[config.mk]
export PLATFORM = sky130hd
export DESIGN_NAME = flash_protect
export DESIGN_NICKNAME = d
export VERILOG_FILES = /design/src/design/flash_prot_pkg.sv /design/src/design/reset_filter_if.sv /design/src/design/flash_protect.sv /design/src/design/reset_pin_filter.sv
export SDC_FILE = /design/constraint.sdc
export NUM_CORES = 1
export LEC_CHECK = 0
export BUFFER_PORTS_ARGS = -buffer_cell sky130_fd_sc_hd__buf_2
export CAP_MARGIN = 20
export CORE_MARGIN = 2
export CORE_UTILIZATION = 30
export CTS_BUF_LIST = sky130_fd_sc_hd__clkbuf_8
export DETAILED_ROUTE_END_ITERATION = 7
export REMOVE_ABC_BUFFERS = 1
export SYNTH_ARGS = -nofsm -noshare
export SYNTH_HDL_FRONTEND = slang
export SYNTH_SLANG_ARGS = --single-unit
[constraint.sdc]
create_clock -name clk_sys -period 2.4 [get_ports clk_sys]
set_input_delay 0.12 -clock clk_sys [delete_from_list [all_inputs] [get_ports clk_sys]]
set_output_delay 0.12 -clock clk_sys [all_outputs]
set_load 0.02 [all_outputs]
[src/design/flash_prot_pkg.sv]
// Package with register map, field positions, reset values and counts for flash protection.
package flash_prot_pkg;

    // Register offsets on the plain register port.
    localparam logic [3:0] OFS_CTRL = 4'h0;
    localparam logic [3:0] OFS_EBS = 4'h4;
    localparam logic [3:0] OFS_STAT = 4'h8;
    localparam logic [3:0] OFS_RAMC = 4'hc;

    // Flash control register field positions.
    localparam int CTRL_PGM = 0;
    localparam int CTRL_ERS = 1;
    localparam int CTRL_PVF = 2;
    localparam int CTRL_EVF = 3;
    localparam int CTRL_PSU = 4;
    localparam int CTRL_ESU = 5;
    localparam int CTRL_SWE = 6;

    // Flash status register field positions.
    localparam int STAT_PGM = 0;
    localparam int STAT_ERS = 1;
    localparam int STAT_PVF = 2;
    localparam int STAT_EVF = 3;
    localparam int STAT_HWP = 4;
    localparam int STAT_NMI = 5;
    localparam int STAT_ERR = 7;

    // RAM overlay control fields: select bit and area field.
    localparam int RAMC_SEL = 3;
    localparam int RAMC_AREA_LSB = 1;
    localparam int RAMC_AREA_MSB = 2;

    // Values after reset.
    localparam logic [7:0] CTRL_RESET = 8'h00;
    localparam logic [7:0] EBS_RESET = 8'h00;
    localparam logic [7:0] RAMC_RESET = 8'h00;

    // Value returned by a flash read while programming or erasing.
    localparam logic [7:0] UNDEF_READ = 8'ha5;

    // Least number of low cycles on the external reset pin during operation.
    localparam int RESET_HOLD_CYCLES = 20;

    // Boot phase: NMI held off until the boot program branches into RAM.
    typedef enum logic [0:0] {
        PH_NORMAL = 1'b0,
        PH_BOOT = 1'b1
    } boot_phase_t;

endpackage

[src/design/reset_filter_if.sv]
// Interface between the protection core and its external reset pin filter.
`timescale 1ns/1ns
interface reset_filter_if;
    logic ce;
    logic external_reset_pin_n;
    logic pin_reset;

    modport filter (
        input ce,
        input external_reset_pin_n,
        output pin_reset
    );

    modport core (
        output ce,
        output external_reset_pin_n,
        input pin_reset
    );
endinterface // reset_filter_if

[src/design/flash_protect.sv]
// Flash program and erase protection core with control registers and NMI masking.
//
// Contract
// - Write-enable pin low clears registers, protects.
// - Resets and standby initialise registers, protect.
// - Pin reset needs twenty low cycles.
// - Error during program/erase sets error flag.
// - Error keeps registers, aborts ongoing operation.
// - Error flag blocks program and erase entry.
// - Verify modes still work under error.
// - Only pin, watchdog, hardware standby clear error.
// - Registers writable in error; software standby clears.
// - Overlay select protects all blocks, verify allowed.
// - Block select gives per-block erase protection only.
// - All-zero block select protects every block.
// - Software protection blocks erase entry; only overlay select blocks program.
// - Write-enable pin low cancels RAM overlay.
// - Hardware protection makes every block unerasable.
// - Mask NMI while programming, erasing, early boot.
// - Mask NMI in error and emulated program/erase.
// - After boot branch, NMI accepted when idle.
// - Flash reads during program/erase return undefined.
// - Modes entered through control register bits.
// - No operation without pin high and enable bit.
//
// The address map and the plain strobed port were chosen for this implementation.
`timescale 1ns/1ns
module flash_protect
    import flash_prot_pkg::*;
#(
    parameter int NUM_BLOCKS = 8
) (
    input wire logic clk_sys,
    input wire logic rst,
    input wire logic ce,
    input wire logic flash_write_enable_pin,
    input wire logic external_reset_pin_n,
    input wire logic watchdog_reset,
    input wire logic sw_standby,
    input wire logic hw_standby,
    input wire logic error_detect,
    input wire logic boot_mode,
    input wire logic boot_branch_ram,
    input wire logic [3:0] reg_addr,
    input wire logic [7:0] reg_wdata,
    input wire logic reg_wr,
    input wire logic reg_rd,
    output logic [7:0] reg_rdata,
    input wire logic [7:0] flash_array_data,
    output logic [7:0] flash_rd_data,
    output logic program_mode,
    output logic erase_mode,
    output logic program_verify_mode,
    output logic erase_verify_mode,
    output logic [NUM_BLOCKS-1:0] erase_block_enable,
    output logic overlay_active,
    output logic nmi_mask,
    output logic device_reset
);
    // The block select shares one byte of the register port.
    if (NUM_BLOCKS < 1 || NUM_BLOCKS > 8) begin : g_bad_blocks
        $error("flash_protect: NUM_BLOCKS must be 1 to 8");
    end

    localparam logic [NUM_BLOCKS-1:0] BLK_ZERO = '0;

    reset_filter_if rf ();

    assign rf.ce = ce;
    assign rf.external_reset_pin_n = external_reset_pin_n;

    reset_pin_filter #(
        .HOLD(RESET_HOLD_CYCLES)
    ) u_filter (
        .clk_sys(clk_sys),
        .rst(rst),
        .rf(rf)
    );

    // Stored state.
    logic [7:0] flash_control_reg;
    logic [7:0] flash_control_next;
    logic [NUM_BLOCKS-1:0] erase_block_select_reg;
    logic [NUM_BLOCKS-1:0] erase_block_select_next;
    logic [7:0] ram_overlay_control_reg;
    logic [7:0] ram_overlay_control_next;
    logic flash_error_flag_reg;
    logic flash_error_flag_next;
    boot_phase_t boot_phase_reg;
    boot_phase_t boot_phase_next;

    // Output registers.
    logic [7:0] reg_rdata_reg;
    logic [7:0] reg_rdata_next;
    logic [7:0] flash_rd_data_reg;
    logic [7:0] flash_rd_data_next;
    logic program_mode_reg;
    logic erase_mode_reg;
    logic program_verify_mode_reg;
    logic erase_verify_mode_reg;
    logic [NUM_BLOCKS-1:0] erase_block_enable_reg;
    logic [NUM_BLOCKS-1:0] erase_block_enable_next;
    logic overlay_active_reg;
    logic nmi_mask_reg;
    logic nmi_mask_next;
    logic device_reset_reg;

    // Address decode of the register port.
    wire sel_ctrl = (reg_addr == OFS_CTRL);
    wire sel_ebs = (reg_addr == OFS_EBS);
    wire sel_stat = (reg_addr == OFS_STAT);
    wire sel_ramc = (reg_addr == OFS_RAMC);
    wire wr_ctrl = reg_wr & sel_ctrl;
    wire wr_ebs = reg_wr & sel_ebs;
    wire wr_ramc = reg_wr & sel_ramc;

    // Protection sources; a low write-enable pin is hardware protection.
    wire hw_protect = ~flash_write_enable_pin;
    wire any_reset = rf.pin_reset | watchdog_reset;
    wire init_regs = any_reset | sw_standby | hw_standby
                     | hw_protect;
    wire error_clear = any_reset | hw_standby;
    wire ram_select = ram_overlay_control_reg[RAMC_SEL];
    wire sw_enable_ok = flash_control_reg[CTRL_SWE] & flash_write_enable_pin;
    wire blocks_chosen = (erase_block_select_reg != BLK_ZERO);
    wire sw_protect = ram_select | ~blocks_chosen;

    // Mode entry: error or overlay refuse program and erase, not verify.
    wire pgm_go = sw_enable_ok & flash_control_reg[CTRL_PGM] & flash_control_reg[CTRL_PSU]
                  & ~flash_error_flag_reg & ~ram_select;
    wire erase_go = sw_enable_ok & flash_control_reg[CTRL_ERS] & flash_control_reg[CTRL_ESU]
                    & ~flash_error_flag_reg & ~sw_protect;
    wire pv_go = sw_enable_ok & flash_control_reg[CTRL_PVF];
    wire ev_go = sw_enable_ok & flash_control_reg[CTRL_EVF];
    wire busy = pgm_go | erase_go;

    // An error only counts while an operation is really running.
    wire error_set = error_detect & (program_mode_reg | erase_mode_reg);

    // Emulated program or erase: bits held while the overlay is selected.
    wire emu_hold = sw_enable_ok & ram_select
                    & (flash_control_reg[CTRL_PGM] | flash_control_reg[CTRL_ERS]);
    wire boot_hold = boot_mode & (boot_phase_reg == PH_BOOT);

    // Control register: cleared by protection sources, otherwise writable,
    // even under error so software can still walk into verify.
    assign flash_control_next = init_regs ? CTRL_RESET :
                                wr_ctrl ? reg_wdata : flash_control_reg;
    assign erase_block_select_next = init_regs ? EBS_RESET[NUM_BLOCKS-1:0] :
                                     wr_ebs ? reg_wdata[NUM_BLOCKS-1:0] :
                                     erase_block_select_reg;

    // The overlay is dropped when the pin goes low or on a reset.
    assign ram_overlay_control_next = (hw_protect | any_reset) ? RAMC_RESET :
                                      wr_ramc ? reg_wdata : ram_overlay_control_reg;

    // Error flag: a new error wins over a clear in the same cycle.
    assign flash_error_flag_next = error_set ? 1'b1 :
                                   error_clear ? 1'b0 : flash_error_flag_reg;

    // Boot phase: every reset reopens it, the branch into RAM closes it.
    assign boot_phase_next = any_reset ? PH_BOOT :
                             boot_branch_ram ? PH_NORMAL : boot_phase_reg;

    // Per-block enable: empty unless erase_go holds; unlike erase_mode it is not gated by an error in the same cycle.
    assign erase_block_enable_next = erase_go ? erase_block_select_reg : BLK_ZERO;

    assign nmi_mask_next = busy | flash_error_flag_reg
                           | emu_hold | boot_hold;

    // Flash data is meaningless while the array is being written.
    assign flash_rd_data_next = busy ? UNDEF_READ : flash_array_data;

    // Read mux; unmapped addresses and idle cycles read as zero.
    wire [7:0] stat_val = {flash_error_flag_reg, 1'b0, nmi_mask_reg, hw_protect,
                           erase_verify_mode_reg, program_verify_mode_reg,
                           erase_mode_reg, program_mode_reg};
    wire [7:0] ebs_val = 8'(erase_block_select_reg);
    assign reg_rdata_next = !reg_rd ? 8'h00 :
                            sel_ctrl ? flash_control_reg :
                            sel_ebs ? ebs_val :
                            sel_stat ? stat_val :
                            sel_ramc ? ram_overlay_control_reg : 8'h00;

    // Register state; reset acts regardless of the clock enable.
    always_ff @(posedge clk_sys) begin
        if (rst) begin
            flash_control_reg <= CTRL_RESET;
            erase_block_select_reg <= EBS_RESET[NUM_BLOCKS-1:0];
            ram_overlay_control_reg <= RAMC_RESET;
            flash_error_flag_reg <= 1'b0;
            boot_phase_reg <= PH_BOOT;
        end else if (ce) begin
            flash_control_reg <= flash_control_next;
            erase_block_select_reg <= erase_block_select_next;
            ram_overlay_control_reg <= ram_overlay_control_next;
            flash_error_flag_reg <= flash_error_flag_next;
            boot_phase_reg <= boot_phase_next;
        end
    end

    // Registered outputs; program and erase modes fall the cycle after an error arises.
    always_ff @(posedge clk_sys) begin
        if (rst) begin
            program_mode_reg <= 1'b0;
            erase_mode_reg <= 1'b0;
            program_verify_mode_reg <= 1'b0;
            erase_verify_mode_reg <= 1'b0;
            erase_block_enable_reg <= BLK_ZERO;
            overlay_active_reg <= 1'b0;
            nmi_mask_reg <= 1'b1;
            device_reset_reg <= 1'b1;
            reg_rdata_reg <= 8'h00;
            flash_rd_data_reg <= 8'h00;
        end else if (ce) begin
            program_mode_reg <= pgm_go & ~error_set;
            erase_mode_reg <= erase_go & ~error_set;
            program_verify_mode_reg <= pv_go;
            erase_verify_mode_reg <= ev_go;
            erase_block_enable_reg <= erase_block_enable_next;
            overlay_active_reg <= ram_select;
            nmi_mask_reg <= nmi_mask_next;
            device_reset_reg <= any_reset;
            reg_rdata_reg <= reg_rdata_next;
            flash_rd_data_reg <= flash_rd_data_next;
        end
    end

    assign program_mode = program_mode_reg;
    assign erase_mode = erase_mode_reg;
    assign program_verify_mode = program_verify_mode_reg;
    assign erase_verify_mode = erase_verify_mode_reg;
    assign erase_block_enable = erase_block_enable_reg;
    assign overlay_active = overlay_active_reg;
    assign nmi_mask = nmi_mask_reg;
    assign device_reset = device_reset_reg;
    assign reg_rdata = reg_rdata_reg;
    assign flash_rd_data = flash_rd_data_reg;
endmodule // flash_protect

[src/design/reset_pin_filter.sv]
// Qualifier that accepts an external reset pin low only after a minimum hold.
`timescale 1ns/1ns
module reset_pin_filter
    import flash_prot_pkg::*;
#(
    parameter int HOLD = RESET_HOLD_CYCLES
) (
    input wire logic clk_sys,
    input wire logic rst,
    reset_filter_if.filter rf
);
    localparam int CW = $clog2(HOLD + 1);
    localparam logic [CW-1:0] CNT_ZERO = '0;
    localparam logic [CW-1:0] CNT_LAST = CW'(HOLD - 1);

    // A zero hold would let any glitch on the pin reset the core.
    if (HOLD < 1) begin : g_bad_hold
        $error("reset_pin_filter: HOLD must be at least one cycle");
    end

    logic [CW-1:0] cnt_reg;
    logic [CW-1:0] cnt_next;
    logic pin_reset_reg;
    logic pin_reset_next;

    // Short glitches restart the count, so only a held low resets the core.
    assign cnt_next = rf.external_reset_pin_n ? CNT_ZERO :
                      (cnt_reg == CNT_LAST) ? cnt_reg : cnt_reg + 1'b1;
    assign pin_reset_next = ~rf.external_reset_pin_n & (cnt_reg == CNT_LAST);
    assign rf.pin_reset = pin_reset_reg;

    // Counter and qualified reset level.
    always_ff @(posedge clk_sys) begin
        if (rst) begin
            cnt_reg <= CNT_ZERO;
            pin_reset_reg <= 1'b0;
        end else if (rf.ce) begin
            cnt_reg <= cnt_next;
            pin_reset_reg <= pin_reset_next;
        end
    end
endmodule // reset_pin_filter

==> results.md <==
- Run status: finished clean
- Leakage: 0.00146 µW
- Antenna-violating nets left: 0
- FFs w/ async S/R, synth: 0
- Startpoint class of the critical path: flip-flop
- Worst VDD drop: 0.000189 V
- P per Cell Area: 643 nW/µm²
- Setup TNS Final: 0 ns
- Layout cell share with drive strength beyond 1: 0.263
- Skew-Pair Late Insertion Delay: 0.34 ns
- Detailed Place HPWL: 5200 µm
- Xor and xnor area share after synthesis: 0.0131
- Primary FF master, synth: dfxtp_1
- Simple-gate share of the synthesized area: 0.218
- Grt met1 use: 0.197
- RSZ-0062 raised after global routing: false
- TritonCTS Sinks: 63
- Crit-path slowest cell: or4_1
- Post-place setup slack: 0.519 ns
- Die Ht: 98.5 µm
- Tightest Pin Transition: 0.794 ns
- Drt pass-1 iters: 4
- Final Setup Violations: 0
- YS warnings: 0
- Largest net degree at the start of global routing: 29
- FMAX: 0.522 GHz
- Initial core utilization: 0.308
- Vias in the first global route: 2291
- Mapped Cells: 279
- Main combinational cell family by area after synthesis: simple AND/OR/NAND/NOR gates
- Slowest stage delay, CP: 0.56 ns
- Final std cells w/o fill: 466
- Worst EP arrival: 2.15 ns
- Routed WL per cell: 15.4 µm
- Clk_skew: 0.00877 ns
- Max_slew headroom: 0.469
- Cell area after synthesis: 2680 µm²
- Syn Area/Cell: 9.59 µm²
- CTS Buf Count: 9
- DRC viols: 0
- Post-route minimum period: 1.92 ns
- Crit path cell chain: or4_1 > o2111a_1 > or3_4 > o21a_1
- CP Max Fanout: 4
- Gpl congestion: 0.785
- Clock transition at path regs: 0.07 ns
- CTS tree: built
- Placed cell count: 441
- FP Rows: 34
- Drt initial violations: 138
- Hold Crit Class: input port to flip-flop
- Core Area: 8680 µm²
- Die width: 98.5 µm
- Grt met3 use: 0.0475
- Final Hold Fails: 0
- Yosys reg bits: 63
- Root buffer cell: clkbuf_8
- Min setup slack post-route: 0.483 ns
- Compound-Gate Fraction of Synth Area: 0.172
- WL final: 7180 µm
- Number of max-cap violations: 0
- Register area share after synthesis: 0.471
- Top Usage Layer GRT: met2
- Initial antenna violation count: 0
- # IOs: 64
- Fin crit share: 0.799
- Area Overhead vs Synth: 27.0%
- Vias/cell: 5.00
- Crit end category: flip-flop
- Die area: 9690 µm²
- Routing usage on met2: 0.243
- H-tree depth: 3
- Synth cell types: 42
- EDFF count, synth: 0
- I/O Buffers: 63
- CP Class: flip-flop to flip-flop
- Adder-Cell Fraction of Synth Area: 0.00468
- Worst EP required: 2.63 ns
- Mux share of post-synthesis cell area: 0.0935
- # resized after CTS: 0
- Slew Limit Fails: 0
- Global-route wire length before repair: 11800 µm
- Final net count: 387
- # diodes: 0
- CTS max path bufs: 2
- Most frequent cells in the layout: 63 x dfxtp_1, 63 x buf_2, 29 x nand2_1
- GR Overflow Total: 0
- Via count: 2332
- Gr usage total: 0.153
## where the power goes
part           switching, µW  internal, µW
Combinational            119          92.2
Sequential              12.1          1060
Clock                    403           495
Total                    534          1650
## worst max-delay path, delay by kind of cell (launching register included)
kind	cells	cell delay, ns
flops	1	0.34
simple gates	2	0.97
compound gates	2	0.51
## what timing repair did
action	4_1_cts	5_1_grt
buffers inserted	0	0
endpoints found under the setup margin	0	0
endpoints found under the hold margin	9	0
hold buffers	9	0
## worst paths after layout
path	start	endpoint	slack, ns	depth (start not counted)
setup / recovery	ebs_val[7]	flash_rd_data[0]	0.48	4
hold / removal	reg_wdata[3]	ram_overlay_control_reg[3]	0.02	2
setup reg to reg	ebs_val[7]	flash_rd_data[0]	0.48	4
hold reg to reg	reg_rdata[4]	reg_rdata[4]	0.46	1
## metal layers
metal / up-vias / share of wire / wire length (µm)
li1: 1160 / - / -
met1: 1096 / 0.46 / 3340
met2: 69 / 0.46 / 3330
met3: 7 / 0.061 / 435
met4: 0 / 0.011 / 80
met5: - / 0 / 0
## final cells by class
class / instances / area [µm²]
sequential: 63 / 1260
timing repair buffer: 79 / 458
tap: 108 / 135
fill: 878 / 5280
multi-input combinational: 197 / 1340
clock buffer: 10 / 138
inverter: 3 / 11.3
clock inverter: 6 / 52.6
## cells in the mapped netlist, types with 3 or more instances
master,instances,area [µm²]
dfxtp_1,63,1260
nand2_1,29,109
mux2i_1,25,250
nor2_1,22,82.6
a21oi_1,17,85.1
nand2b_1,17,106
clkbuf_1,14,52.6
nand3_1,13,65.1
a22o_1,12,105
a32o_1,7,70.1
o22a_1,7,61.3
nand4_1,4,25.0
o21a_1,4,30.0
inv_1,3,11.3
nor3_1,3,15.0
o21ai_0,3,15.0
or4_1,3,22.5
## kinds of logic after synthesis
group           Yosys count
compound gates           59
xor+xnor                  4
fa+ha+maj                 1
buf+inv                  19
flops                    63
mux                      25
simple gates            108
## metrics by stage
step | hold slack [ns] | utilization | total power [µW] | cell area [µm²]
6_report | 0.0189 | 0.392 | 2190 | 3400
5_1_grt | 0.0190 | 0.392 | 2280 | 3400
4_1_cts | 0.00191 | 0.392 | 2220 | 3400
3_5_place_dp | 0.340 | 0.359 | 1300 | 3120
3_3_place_gp | 0.333 | 0.359 | 1300 | 3120
2_1_floorplan | 0.189 | - | 1200 | 2620
Power figures use the tool's default switching activity.
